File: src/verilog/return_pkg.sv
/*
 * constants for the return-instruction execution block: opcodes, masks,
 * widths, reset values and cycle counts.
 * assumes a 14-bit instruction word and a 13-bit program counter.
 */
package return_pkg;
	localparam int instr_width = 14;
	localparam int pc_width_default = 13;
	localparam int data_width = 8;
	// opcode patterns and their compare masks
	localparam logic [13:0] op_interrupt_return = 14'h0009;
	localparam logic [13:0] op_subroutine_return = 14'h0008;
	localparam logic [13:0] op_literal_return = 14'h3400;
	localparam logic [13:0] mask_full = 14'h3fff;
	localparam logic [13:0] mask_literal = 14'h3c00;
	// immediate field position
	localparam int literal_lsb = 0;
	// enable bit position inside the interrupt control register
	localparam int enable_bit_pos = 7;
	// instruction cycles each return takes
	localparam int return_cycles = 2;
	// reset values
	localparam logic [7:0] accumulator_reset = 8'h00;
	localparam logic global_enable_reset = 1'b0;

	typedef enum logic [2:0] {
		st_fetch = 3'b001,
		st_flush = 3'b010,
		st_hold = 3'b100
	} exec_state_type;

	typedef enum logic [1:0] {
		kind_none = 2'h0,
		kind_interrupt = 2'h1,
		kind_literal = 2'h2,
		kind_subroutine = 2'h3
	} return_kind_type;
endpackage

File: src/verilog/return_exec.sv
/*
 * execution of the three return instructions: pops the call stack into
 * the program counter, loads the accumulator for the literal form and
 * sets the global interrupt enable for the interrupt form. each takes two
 * instruction cycles: the second flushes the prefetched word.
 * assumes clk is the instruction-cycle clock and the stack answers its
 * top entry combinationally on stack_top_entry.
 */
`timescale 1ns/10ps
// Function
// - interrupt return pops stack into program counter
// - interrupt return sets global interrupt enable bit
// - interrupt return: one word, two cycles
// - literal return loads immediate into accumulator
// - literal return pops stack, two cycles
// - subroutine return pops stack, keeps interrupt enable
module return_exec #(
	parameter int pc_width = return_pkg::pc_width_default
) (
	input wire logic clk,
	input wire logic rst,
	input wire logic [13:0] instr,
	input wire logic instr_valid,
	input wire logic [pc_width-1:0] stack_top_entry,
	input wire logic interrupt_taken,
	output logic [pc_width-1:0] pc_load_value,
	output logic pc_load,
	output logic stack_pop,
	output logic [7:0] accumulator,
	output logic global_interrupt_enable,
	output logic flush_cycle,
	output logic busy,
	output logic status_write
);
	// decoder results for the word on instr
	return_pkg::return_kind_type kind;
	logic [7:0] literal;
	// execution state and the next values of the output registers except status_write
	return_pkg::exec_state_type state, next_state;
	logic [pc_width-1:0] next_pc_load_value;
	logic next_pc_load, next_stack_pop, next_global_interrupt_enable;
	logic next_flush_cycle, next_busy;
	logic [7:0] next_accumulator;
	// cycles spent in the current return, read only by its own increment and the checks below
	logic [1:0] cycle_count, next_cycle_count;

	// refuse program counter widths the stack port cannot serve
	if (pc_width < 8 || pc_width > 16) begin : gen_width_check
		$error("pc_width must be 8 to 16");
	end

	return_decode decoder (
		.instr(instr),
		.instr_valid(instr_valid),
		.kind(kind),
		.literal(literal)
	);

	// decode in fetch state, then spend one flush cycle
	always_comb begin
		next_state = state;
		next_pc_load_value = pc_load_value;
		next_pc_load = 1'b0;
		next_stack_pop = 1'b0;
		next_accumulator = accumulator;
		next_global_interrupt_enable = global_interrupt_enable;
		next_flush_cycle = 1'b0;
		next_busy = 1'b0;
		next_cycle_count = 2'd0;
		// entry clears first, so a same-cycle interrupt return still wins
		if (interrupt_taken) begin
			next_global_interrupt_enable = 1'b0; // hardware clears on entry
		end
		unique case (state)
			return_pkg::st_fetch: begin
				// a return word: pop, load pc and mark the first cycle busy
				if (kind != return_pkg::kind_none) begin
					next_stack_pop = 1'b1;
					next_pc_load = 1'b1;
					next_pc_load_value = stack_top_entry;
					next_busy = 1'b1;
					next_cycle_count = 2'd1;
					next_state = return_pkg::st_flush;
					if (kind == return_pkg::kind_literal) begin
						next_accumulator = literal;
					end
					if (kind == return_pkg::kind_interrupt) begin
						next_global_interrupt_enable = 1'b1;
					end
				end
			end
			return_pkg::st_flush: begin
				// second cycle: the prefetched word is dropped, its decoded kind ignored
				next_flush_cycle = 1'b1;
				next_cycle_count = cycle_count + 2'd1;
				next_state = return_pkg::st_fetch;
			end
			return_pkg::st_hold: begin
				// never entered; falls back to fetch
				next_state = return_pkg::st_fetch;
			end
			default: begin
				next_state = return_pkg::st_fetch;
			end
		endcase
	end

	// registers
	always_ff @(posedge clk) begin
		if (rst) begin
			state <= return_pkg::st_fetch;
			pc_load_value <= '0;
			pc_load <= 1'b0;
			stack_pop <= 1'b0;
			accumulator <= return_pkg::accumulator_reset;
			global_interrupt_enable <= return_pkg::global_enable_reset;
			flush_cycle <= 1'b0;
			busy <= 1'b0;
			cycle_count <= 2'd0;
			status_write <= 1'b0;
		end else begin
			state <= next_state;
			pc_load_value <= next_pc_load_value;
			pc_load <= next_pc_load;
			stack_pop <= next_stack_pop;
			accumulator <= next_accumulator;
			global_interrupt_enable <= next_global_interrupt_enable;
			flush_cycle <= next_flush_cycle;
			busy <= next_busy;
			cycle_count <= next_cycle_count;
			status_write <= 1'b0;
		end
	end

	// pop and pc load come together, followed by the flush cycle
	chk_pop_loads_pc: assert property (@(posedge clk) disable iff (rst)
		stack_pop |-> pc_load ##1 flush_cycle)
		else $error("pop without pc load and flush");

	// a non-return word leaves the stack and the pc alone
	chk_pop_needs_return: assert property (@(posedge clk) disable iff (rst)
		(state == return_pkg::st_fetch && kind == return_pkg::kind_none)
		|=> !stack_pop && !pc_load)
		else $error("pop without a return word");

	// one pop per return
	chk_pop_one_cycle: assert property (@(posedge clk) disable iff (rst)
		stack_pop |=> !stack_pop)
		else $error("stack popped twice");

	// interrupt return sets the enable, even against a same-cycle entry
	chk_interrupt_sets_enable: assert property (@(posedge clk) disable iff (rst)
		(state == return_pkg::st_fetch && kind == return_pkg::kind_interrupt)
		|=> global_interrupt_enable)
		else $error("interrupt return did not set enable");

	// interrupt entry outside an interrupt return clears the enable
	chk_entry_clears_enable: assert property (@(posedge clk) disable iff (rst)
		(interrupt_taken && !(state == return_pkg::st_fetch
		&& kind == return_pkg::kind_interrupt)) |=> !global_interrupt_enable)
		else $error("interrupt entry did not clear enable");

	// busy for one cycle, then the flush cycle closes the count
	chk_two_cycles: assert property (@(posedge clk) disable iff (rst)
		$rose(busy) |=> !busy && flush_cycle && cycle_count == return_pkg::return_cycles)
		else $error("return did not take two cycles");

	// busy never stretches past the first cycle
	chk_busy_one_cycle: assert property (@(posedge clk) disable iff (rst)
		busy |=> !busy)
		else $error("busy held too long");

	// the pc load is a single pulse
	chk_load_one_cycle: assert property (@(posedge clk) disable iff (rst)
		pc_load |=> !pc_load)
		else $error("pc load held too long");

	// the flush cycle is a single pulse
	chk_flush_one_cycle: assert property (@(posedge clk) disable iff (rst)
		flush_cycle |=> !flush_cycle)
		else $error("flush held too long");

	// a word offered during the flush cycle is dropped
	chk_flush_refuses: assert property (@(posedge clk) disable iff (rst)
		(state == return_pkg::st_flush) |=> !busy && !pc_load && !stack_pop)
		else $error("word taken in flush cycle");

	// the immediate lands in the accumulator
	chk_literal_loaded: assert property (@(posedge clk) disable iff (rst)
		(state == return_pkg::st_fetch && kind == return_pkg::kind_literal)
		|=> accumulator == $past(literal))
		else $error("literal not loaded");

	// the load value is the stack top seen at the taking edge
	chk_pc_from_stack: assert property (@(posedge clk) disable iff (rst)
		(state == return_pkg::st_fetch && kind != return_pkg::kind_none)
		|=> pc_load_value == $past(stack_top_entry))
		else $error("pc not loaded from stack top");

	// busy, pop and load always travel together
	chk_busy_with_pop: assert property (@(posedge clk) disable iff (rst)
		busy |-> stack_pop && pc_load)
		else $error("busy without pop and load");

	// the load value holds between returns
	chk_pc_value_held: assert property (@(posedge clk) disable iff (rst)
		!pc_load |-> $stable(pc_load_value))
		else $error("pc load value changed without a load");

	// a plain return leaves the enable alone
	chk_subroutine_keeps: assert property (@(posedge clk) disable iff (rst)
		(state == return_pkg::st_fetch && kind == return_pkg::kind_subroutine
		&& !interrupt_taken) |=> $stable(global_interrupt_enable))
		else $error("subroutine return changed enable");

	// returns without a literal leave the accumulator alone
	chk_accumulator_kept: assert property (@(posedge clk) disable iff (rst)
		(state == return_pkg::st_fetch && (kind == return_pkg::kind_interrupt
		|| kind == return_pkg::kind_subroutine)) |=> $stable(accumulator))
		else $error("accumulator changed by plain return");

	// a literal return leaves the enable alone
	chk_literal_keeps_enable: assert property (@(posedge clk) disable iff (rst)
		(state == return_pkg::st_fetch && kind == return_pkg::kind_literal
		&& !interrupt_taken) |=> $stable(global_interrupt_enable))
		else $error("literal return changed enable");

	// only a literal return ever writes the accumulator
	chk_acc_only_literal: assert property (@(posedge clk) disable iff (rst)
		!(state == return_pkg::st_fetch && kind == return_pkg::kind_literal)
		|=> $stable(accumulator))
		else $error("accumulator written outside a literal return");

	// no status write during a return
	chk_no_status: assert property (@(posedge clk) disable iff (rst)
		busy |-> !status_write)
		else $error("status written by return");
endmodule

File: src/verilog/return_decode.sv
/*
 * combinational opcode classifier for the three return instructions.
 * assumes the instruction word is stable while instr_valid is high.
 */
`timescale 1ns/10ps
module return_decode (
	input wire logic [13:0] instr,
	input wire logic instr_valid,
	output return_pkg::return_kind_type kind,
	output logic [7:0] literal
);
	// match a word against a pattern under a mask
	function automatic logic op_match(input logic [13:0] word, input logic [13:0] pat,
		input logic [13:0] mask);
		op_match = ((word & mask) == pat);
	endfunction

	// classify; the literal form ignores its two don't-care bits
	always_comb begin
		kind = return_pkg::kind_none;
		if (instr_valid) begin
			if (op_match(instr, return_pkg::op_interrupt_return, return_pkg::mask_full)) begin
				kind = return_pkg::kind_interrupt;
			end else if (op_match(instr, return_pkg::op_subroutine_return,
				return_pkg::mask_full)) begin
				kind = return_pkg::kind_subroutine;
			end else if (op_match(instr, return_pkg::op_literal_return,
				return_pkg::mask_literal)) begin
				kind = return_pkg::kind_literal;
			end
		end
	end

	assign literal = instr[return_pkg::literal_lsb +: 8];
endmodule

File: config.mk
export PLATFORM = sky130hd
export DESIGN_NAME = return_exec
export DESIGN_NICKNAME = d
export VERILOG_FILES = /design/src/verilog/return_pkg.sv /design/src/verilog/return_exec.sv /design/src/verilog/return_decode.sv
export SDC_FILE = /design/constraint.sdc
export NUM_CORES = 1
export LEC_CHECK = 0
export ABC_CLOCK_PERIOD_IN_PS = 1750
export BUFFER_PORTS_ARGS = -buffer_cell sky130_fd_sc_hd__buf_2
export CAP_MARGIN = 20
export CORE_MARGIN = 2
export CORE_UTILIZATION = 43
export CTS_BUF_LIST = sky130_fd_sc_hd__clkbuf_2 sky130_fd_sc_hd__clkbuf_4 sky130_fd_sc_hd__clkbuf_8
export DETAILED_ROUTE_END_ITERATION = 7
export PLACE_DENSITY_LB_ADDON = 0.05
export SLEW_MARGIN = 20
export SYNTH_ARGS = -nofsm -noshare
export SYNTH_HDL_FRONTEND = slang
export SYNTH_HIERARCHICAL = 1
export SYNTH_SLANG_ARGS = --single-unit
File: constraint.sdc
create_clock -name clk -period 1.75 [get_ports clk]
set_clock_uncertainty 0.2 [all_clocks]
set_input_delay 0.2625 -clock clk [delete_from_list [all_inputs] [get_ports clk]]
set_output_delay 0.2625 -clock clk [all_outputs]
set_load 0.01 [all_outputs]
Word level (Yosys, flattened, before mapping)
Cells that the tools add are included.

Memory bits (writable): 0. Memory bits (read-only): 0. Latch bits: 0. Memories kept: 0. Bits of input ports: 31. Register bits after elaboration: 26.

Bitwise logic cells: 1. Div/mod/pow operators: 0. Equality and inequality tests: 7. Multiplexer cells: 10. $add $sub $neg: 0. Multiply operators: 0. Shift operators: 0. Order comparisons: 0. Reduce and logical (&&, ||, !) cells: 4.

Operators by type and width (number): $eq 14x4->1 const B (2); $mux 2 (4); $mux 1 (6); $eq 2x1->1 const B (2); $eq 2x2->1 const B (2); $eq 4x4->1 const B (1); $reduce_and 3->1 (1); $reduce_and 2->1 (1); $reduce_bool 2->1 (1); $reduce_or 2->1 (1); $not 1->1 (1).

Depth between registers and ports, before layout
Gate-level depths: netlist of run 1.

Word-level depth: 9. Gate-level depth with buffers: 7. Depth with buffers taken out: 6.

By module
Netlist of run 1, hierarchy kept.

By module, submodules not included: return_exec (area an instance 1087.3 um^2, times used 1, cells each 102, seq. area each 520.5 um^2); return_decode (area an instance 121.4 um^2, times used 1, cells each 16, seq. area each 0.0 um^2).

Worst setup path after synthesis of run 1
Ideal clock, no wire load.

Kind: in2reg. Start: input instr[9]. End: register accumulator[0]. Cell stages on the path: 7. Buffers on the path: 1. Data required time: 1433 ps. Arrival: 1404 ps. Path slack: 29 ps. Cells stage by stage: nor4_1 -> nand4_1 -> o21ai_1 -> and4bb_2 -> buf_6 -> mux2i_1 -> nor2_1.

Word-level cells in the longest chain between the ends: 6.

Ends and longest elaborated chain: from (decl) (RTL line return_exec.sv:22) `input wire logic [13:0] instr,`; $eq 14x4->1 (RTL line return_decode.sv:15) `op_match = ((word & mask) == pat);`; $mux 2 (RTL line return_decode.sv:24) `end else if (op_match(instr, return_pkg::op_subroutine_return,`; $mux 2 (*) (RTL line return_decode.sv:22) `if (op_match(instr, return_pkg::op_interrupt_return, return_pkg::mask_full)) begin`; $mux 2 (*) (RTL line return_decode.sv:21) `if (instr_valid) begin`; named net kind[1] (RTL line return_exec.sv:36) `return_pkg::return_kind_type kind;`; $eq 2x2->1 / $reduce_bool 2->1 (equally long branches) (RTL line return_exec.sv:84, return_exec.sv:77); $reduce_and 3->1 (no line) (*); to (signal assigned) (RTL line return_exec.sv:115) `accumulator <= return_pkg::accumulator_reset;`; to (signal assigned) (RTL line return_exec.sv:126) `accumulator <= next_accumulator;`; to (decl) (RTL line return_exec.sv:29) `output logic [7:0] accumulator,`.

Mark *: on every way through the listed nets, which the timed path passes. The rest lies on a longest branch. A chain may end at the register's enable or synchronous reset.

Final worst setup path of run 1
Start: input instr[12]. End: register accumulator[2].

Word-level cells in the longest chain between the ends: 7.

Ends and longest elaborated chain: $eq 4x4->1 (RTL line return_decode.sv:15); $mux 2 (RTL line return_decode.sv:27) `end else if (op_match(instr, return_pkg::op_literal_return,`; $mux 2 (RTL line return_decode.sv:24); $mux 2 (*) (RTL line return_decode.sv:22); $mux 2 (*) (RTL line return_decode.sv:21); named net kind[1] (RTL line return_exec.sv:36); $eq 2x2->1 / $reduce_bool 2->1 (equally long branches) (RTL line return_exec.sv:84, return_exec.sv:77); $reduce_and 3->1 (no line) (*).

Marks and branches as above.

==> results of run 1 <==
==> stage by stage <==
step | instances | TNS, ns | setup slack, ns | hold slack, ns
after CTS | 215 | 0 | 0.03824 | 0.009620
after global placement | 194 | -3.171 | -0.2164 | 0.2549
after floorplan | 118 | 0 | 0.02884 | 0.2140
after detailed placement | 194 | -5.249 | -0.3203 | 0.2574
after global routing | 215 | -0.02150 | -0.01371 | 0.04573
final | 215 | 0 | 0.06669 | 0.02189
==> flip-flops by register name, summed over array words and instances (netlist names) <==
| signal | cells |
|---|---|
| accumulator | 8 |
| busy | 1 |
| flush_cycle | 1 |
| global_interrupt_enable | 1 |
| pc_load_value | 13 |
| state | 2 |
==> layout by cell type, fill, tap and decap left out <==
cell / count
dlygate4sd3_1: 17
nor2_1: 8
nor2b_4: 1
buf_4: 6
clkbuf_4: 3
nor2b_1: 3
mux2i_1: 21
and4bb_4: 1
o21a_1: 1
nand3b_1: 1
buf_2: 56
o21ai_1: 1
conb_1: 1
nor4_1: 1
nand2b_1: 28
buf_12: 1
nand4_1: 2
dfxtp_1: 26
inv_1: 1
nor3b_1: 1
a21oi_1: 1
nor4_2: 1
nor4b_2: 1
clkbuf_8: 1
==> path summary, 6_finish.rpt <==
path | depth (start not counted) | to | from | slack, ns
setup / recovery | 7 | accumulator[2] | instr[12] | 0.07
hold / removal | 3 | accumulator[5] | instr[5] | 0.02
setup reg to reg | 4 | pc_load_value[8] | state[0] | 0.35
hold reg to reg | 2 | global_interrupt_enable | global_interrupt_enable | 0.27
==> per-layer routing <==
layer  part of all wire  track usage  vias up
met5                  0            0        -
met4             0.0072      0.06977        0
met3              0.071      0.02948        2
met2               0.49       0.2956       38
met1               0.43       0.1655      431
li1                   -            -      504
==> worst min-delay path: stages <==
cell and delay [ns]:
buf_2 0.10, mux2i_1 0.06, nor2_1 0.08
==> kinds of logic (layout without fill, tap and decap cells) <==
| group | after synthesis | after routing | synth area share |
|---|---|---|---|
| DFF | 26 | 26 | 0.4306 |
| and+or+nand+nor | 48 | 48 | 0.2578 |
| buffers and inverters | 19 | 85 | 0.1201 |
| other | 1 | 1 | 0.003103 |
| muxes | 21 | 21 | 0.1739 |
| AOI/OAI and AO/OA | 3 | 3 | 0.01449 |
==> power breakdown <==
part / switching, W / total, W / internal [W]
sequential: 0.00000360 / 0.000602 / 0.000599
combinational: 0.0000494 / 0.000133 / 0.0000836
clock: 0.000167 / 0.000294 / 0.000127
==> area by class of cell <==
cell class,instances,area [sq um]
fill,257,1049
sequential,26,520.5
inverter,1,3.754
multi-input combinational,73,546.8
clock buffer,4,36.28
timing repair buffer,80,515.5
tap,31,38.79
==> what timing repair did <==
| item | CTS | global route |
|---|---|---|
| hold endpoints to repair | 17 | 0 |
| resized for setup | 0 | 1 |
| buffers inserted | 0 | 0 |
| hold buffers | 17 | 0 |
| endpoints found under the setup margin | 0 | 8 |
==> results.md, run 1 <==
- Min-Delay Path Class: primary input to register
- VDD IR max: 0.5497 mV
- Area grow syn2layout: 37.47%
- Syn Inst Count: 118
- Worst-skew pair later-pin latency: 0.31 ns
- Clock root cell: clkbuf_4
- Ranking of synthesized cells by area: dfxtp_1 43%, mux2i_1 17%, nand2b_1 14%, buf_4 6.8%, nor2_1 2.5%
- CP max stage cell: and4bb_4
- Ys async rst share: 0
- Core area: 2710 sq um
- Final setup fails: 0
- EDFF count, synth: 0
- DRC Markers: 0
- Clk sinks: 26
- Global-route wire length before repair: 4015 microns
- Num CTS Buffers: 3
- WS Path Type: primary input to register
- Area after DPL: 1451 sq um
- Status: completed
- Minimum clock period: 1.683 ns
- Library cells used by synthesis: 23
- Die width: 57.02 microns
- Least-Margin Pin Slew: 0.5113 ns
- Proportion of layout cells with a drive suffix above 1: 0.3859
- Sequential share of the synthesized area: 0.4306
- Total gr overflow: 0
- Syn_nets: 149
- Worst path required time: 1.75 ns
- Ant. Diodes: 0
- Final hold vios: 0
- Area of the die: 3251 sq um
- IO Count: 58
- Row count: 19
- Clock Path Buffers: 2
- Largest stage delay on the critical path: 0.38 ns
- Critical path arrival: 1.69 ns
- # port buffers: 56
- Final Max Tran Viols: 0
- Biggest area consumer among synthesized cells: dfxtp_1
- Gr usage total: 0.1560
- Buf/Inv on CP: 1
- Most frequent cells after synthesis: 28 x nand2b_1, 26 x dfxtp_1, 21 x mux2i_1
- Iter 0 DRT Violations: 30
- CP Cell Sequence: buf_2 > nor4_2 > nand4_1 > o21ai_1 > and4bb_4 > mux2i_1 > nor2_1
- Routed Antenna Nets: 0
- Hpwl dp: 1636 microns
- Clk slew on worst S/H paths: 0.14 ns
- CTS tree: yes
- Htree depth: 1
- Via density: 4.535
- Routed WL per cell: 11.01 microns
- Max-cap violation count: 0
- Yosys warnings: 6
- Leakage: 0.7540 nW
- Rel. slew slack: 0.6592
- Layout Nets: 216
- FF+latch count, synth: 26
- GPL Wtd Cong: 0.8122
- Layout Utilization: 0.6131
- First drt pass iteration count: 4
- Mapped Area: 1209 sq um
- Top-area cell type share of the netlist area: 0.4306
- Die Span Y: 57.02 microns
- PwrDens: 619.5 nW/um^2
- Most common cell in the netlist: nand2b_1
- Mapped Avg Cell Area: 10.24 sq um
- Routed Wire Length: 2368 microns
- Setup crit end kind: register
- Total power: 0.001029 W
- Crit start category: primary input
- Max Clk Rate: 594.1 MHz
- Initial antenna violation count: 0
- Top delay family on crit path: simple AND/OR/NAND/NOR gates
- Design area: 1662 sq um
- Vias in the first global route: 992
- Ys flop type: dfxtp_1
- Initial core utilization: 0.4460
- Final period utilization: 0.9619
- Crit path max fanout: 8
- Vias: 975
- Largest net degree at the start of global routing: 40
(Power assumes the default switching activity.)
==> run 2: changes to the inputs <==
Settings changed: ABC_AREA set to 1, CORE_ASPECT_RATIO set to 0.7, CORE_MARGIN 2 to not set.
==> run 2 against run 1 <==
Setup slack better by 0.12 ns; sequential share of layout area is 0.45 points higher; clock power is 31% higher; largest cell class is now sequential cells.
==> results.md, run 2 <==
- Status: completed
- Setup bufs post-CTS: 0 (unchanged)
- Final worst slack: 0.1853 ns (+0.1186 ns)
- VDD IR max: 0.4952 mV (-9.9%)
- Area grow syn2layout: 28.71%
- Top delay family on crit path: simple AND/OR/NAND/NOR gates
- Total power: 0.001124 W (+9.2%)
- First drt pass iteration count: 4 (unchanged)
- Routed WL per cell: 8.996 microns (-18%)
- Die Span Y: 47.52 microns (-17%)
- Clk slew on worst S/H paths: 0.08 ns (-0.06 ns)
- Initial antenna violation count: 0 (unchanged)
- Max-cap violation count: 0 (unchanged)
- Pre-CTS WS: -0.2411 ns (+0.07913 ns)
- Total gr overflow: 0 (unchanged)
- Main combinational cell family by area after synthesis: simple AND/OR/NAND/NOR gates
- Vias in the first global route: 887 (-11%)
- FF+latch count, synth: 26 (unchanged)
- Gr usage total: 0.1692 (+0.01315)
- Iter 0 DRT Violations: 57 (+90%)
- Core area: 2803 sq um (+3.4%)
- Syn_nets: 225 (+51%)
- Initial core utilization: 0.4540 (+0.008034)
- Buf/Inv on CP: 2 (+1)
- Top-area cell type share of the netlist area: 0.4090 (-0.02160)
- Worst path required time: 1.72 ns (-0.03 ns)
- CP max stage cell: nor2_2
- Crit start category: primary input
- Largest stage delay on the critical path: 0.27 ns (-0.11 ns)
- Num CTS Buffers: 3 (unchanged)
- R2R Setup Slk: 0.51 ns (+0.16 ns)
- Clock Path Buffers: 2 (unchanged)
- Sequential share of the synthesized area: 0.4090 (-0.02160)
- Most common cell in the netlist: nor2_1
- Ys async rst share: 0 (unchanged)
- Most common cell after layout, fill and taps aside: buf_2
- Most frequent cells in the layout: 56 x buf_2, 51 x nor2_1, 32 x inv_1
- Routed Wire Length: 2537 microns (+7.1%)
- Simple logic cell fraction of the synthesized area: 0.3805 (+0.1228)
- Max Clk Rate: 639.1 MHz (+7.6%)
- Clk sinks: 26 (unchanged)
- Final period utilization: 0.8941 (-0.06776)
- Minimum clock period: 1.565 ns (-0.1186 ns)
- Final Non-Filler Cells: 282 (+31%)
- Ant. Diodes: 0 (unchanged)
- Htree depth: 1 (unchanged)
- Clock root cell: clkbuf_8
- Fillcell total: 288 (+12%)
- Biggest area consumer among synthesized cells: dfxtp_1
- RSZ-0062 raised after global routing: no
- Syn Inst Count: 194 (+64%)
- Hpwl dp: 1906 microns (+16%)
- Final setup fails: 0 (unchanged)
- Library cells used by synthesis: 17 (-26%)
- Crit path top cell by count: nor2_2
- Area after DPL: 1565 sq um (+7.8%)
- Via density: 4.316 (-4.8%)
- Reg2Reg Depth: 6 (+2)
- # port buffers: 56 (unchanged)
- Crit path depth: 10 (+3)
- EDFF count, synth: 0 (unchanged)
- Hold WS: 0.03507 ns (+0.01318 ns)
- Leakage: 0.9248 nW (+23%)
- Worst setup path startpoint: instr[9]
- Storage element area: 520.5 sq um (unchanged)
- Largest net degree at the start of global routing: 23 (-43%)
- Proportion of layout cells with a drive suffix above 1: 0.3211 (-0.06473)
- Multi-input combinational cell area: 518.0 sq um (-5.3%)
- Area of the die: 3184 sq um (-2.0%)
- Mux contribution to synthesized area: 0 (-0.1739)
- Yosys warnings: 6 (unchanged)
- Design area: 1638 sq um (-1.4%)
- Max FFs per register: 13 (unchanged)
- IO Count: 58 (unchanged)
- Ranking of synthesized cells by area: dfxtp_1 41%, nor2_1 15%, inv_1 9.4%, nand2_1 8.8%, nand3_1 8.7%
- Final hold vios: 0 (unchanged)
- Critical path arrival: 1.54 ns (-0.15 ns)
- WS Path Type: primary input to register
- RR Startpoint: state[0]
- Ys flop type: dfxtp_1
- Vias: 1217 (+25%)
- CP Cell Sequence: buf_2 > or2_1 > nor2_2 > nand2_2 > a21oi_2 > inv_1 > nor2_2 > nand3_1 > nand2_1 > nor2_1
- Setup crit end kind: register
- Placed insts: 277 (+43%)
- Die width: 67.02 microns (+18%)
- Min-Delay Path Class: primary input to register
- Global-route wire length before repair: 3864 microns (-3.8%)
- CTS tree: yes
- Crit path to: accumulator[5]
- Mapped Area: 1272 sq um (+5.3%)
- Adder-Cell Fraction of Synth Area: 0 (unchanged)
- Worst-skew pair later-pin latency: 0.27 ns (-0.04 ns)
- Mapped Avg Cell Area: 6.559 sq um (-36%)
- Worst Min Path Start: interrupt_taken
- Most frequent cells after synthesis: 52 x nor2_1, 32 x inv_1, 30 x nand2_1
- Largest regs: pc_load_value: 13 flops, accumulator: 8 flops, state: 2 flops
- Final Max Tran Viols: 0 (unchanged)
- Reg with most FFs: pc_load_value
- Crit path max fanout: 8 (unchanged)
- Synth Area in Compound Gates: 0.01770 (+0.003206)
- Routed Antenna Nets: 0 (unchanged)
- GPL Wtd Cong: 0.7673 (-5.5%)
- DRC Markers: 0 (unchanged)
- Post-synthesis xor/xnor area fraction: 0 (unchanged)
- Layout Nets: 278 (+29%)
- Row count: 16 (-3)
- PwrDens: 686.5 nW/um^2 (+11%)
- RR Endpoint: pc_load_value[0]
## run 2: changes by cell type after synthesis, moves of 2 or more
cell / change
nand2b_1: -28
nand3_1: +22
nand2_1: +30
nand2_2: +2
nor2b_1: -3
buf_6: -2
nor2_2: +4
a21oi_2: +2
inv_1: +31
buf_4: +2
mux2i_1: -21
buf_2: +3
clkbuf_1: -3
nor2_1: +44
## run 2: cells by family (layout without fill, tap and decap cells)
kind of cell,Yosys count,count (layout)
AO/OA/AOI/OAI,3,3
buffers and inverters,50,102
flip-flops,26,26
other,1,1
AND/OR/NAND/NOR,114,114
## run 2: layer usage
layer,track usage,wire length [microns]
met1,0.2123,1240
met3,0.05714,152
met5,0,0
met2,0.2620,1098
met4,0.08936,45
## run 2: cell type report
cell class                 count  share of cell area
timing repair buffer          65              0.2292
tap                           36             0.02750
multi-input combinational    118              0.3163
sequential                    26              0.3178
inverter                      33             0.07563
clock buffer                   4             0.03361
## run 2: repair_timing
action                     CTS  global route
hold endpoints to repair     2             0
resized for setup            0             2
setup endpoints to repair    0             8
hold buffers                 1             0
## run 2: stage by stage
| step | setup TNS (ns) | util |
|---|---|---|
| after floorplan | 0 | - |
| after global placement | -1.810 | 0.5585 |
| after detailed placement | -2.742 | 0.5585 |
| after CTS | 0 | 0.5817 |
| after global routing | 0 | 0.5844 |
| final | 0 | 0.5844 |
## run 2: worst min-delay path: cells and delay by family
kind | cells | cell delay [ns]
compound gates | 1 | 0.05
buf+inv | 2 | 0.11
simple gates | 1 | 0.04
## run 2: worst min-delay path by stage
stage	to	depth (start not counted)
after floorplan	global_interrupt_enable	1
after global placement	global_interrupt_enable	2
after detailed placement	flush_cycle	2
after CTS	global_interrupt_enable	4
after global routing	global_interrupt_enable	4
final	global_interrupt_enable	4
## run 2: where the power goes
group          switching (W)  internal [W]  total, W
Clock               0.000185      0.000201  0.000386
Combinational      0.0000681     0.0000632  0.000131
Sequential        0.00000498      0.000602  0.000607
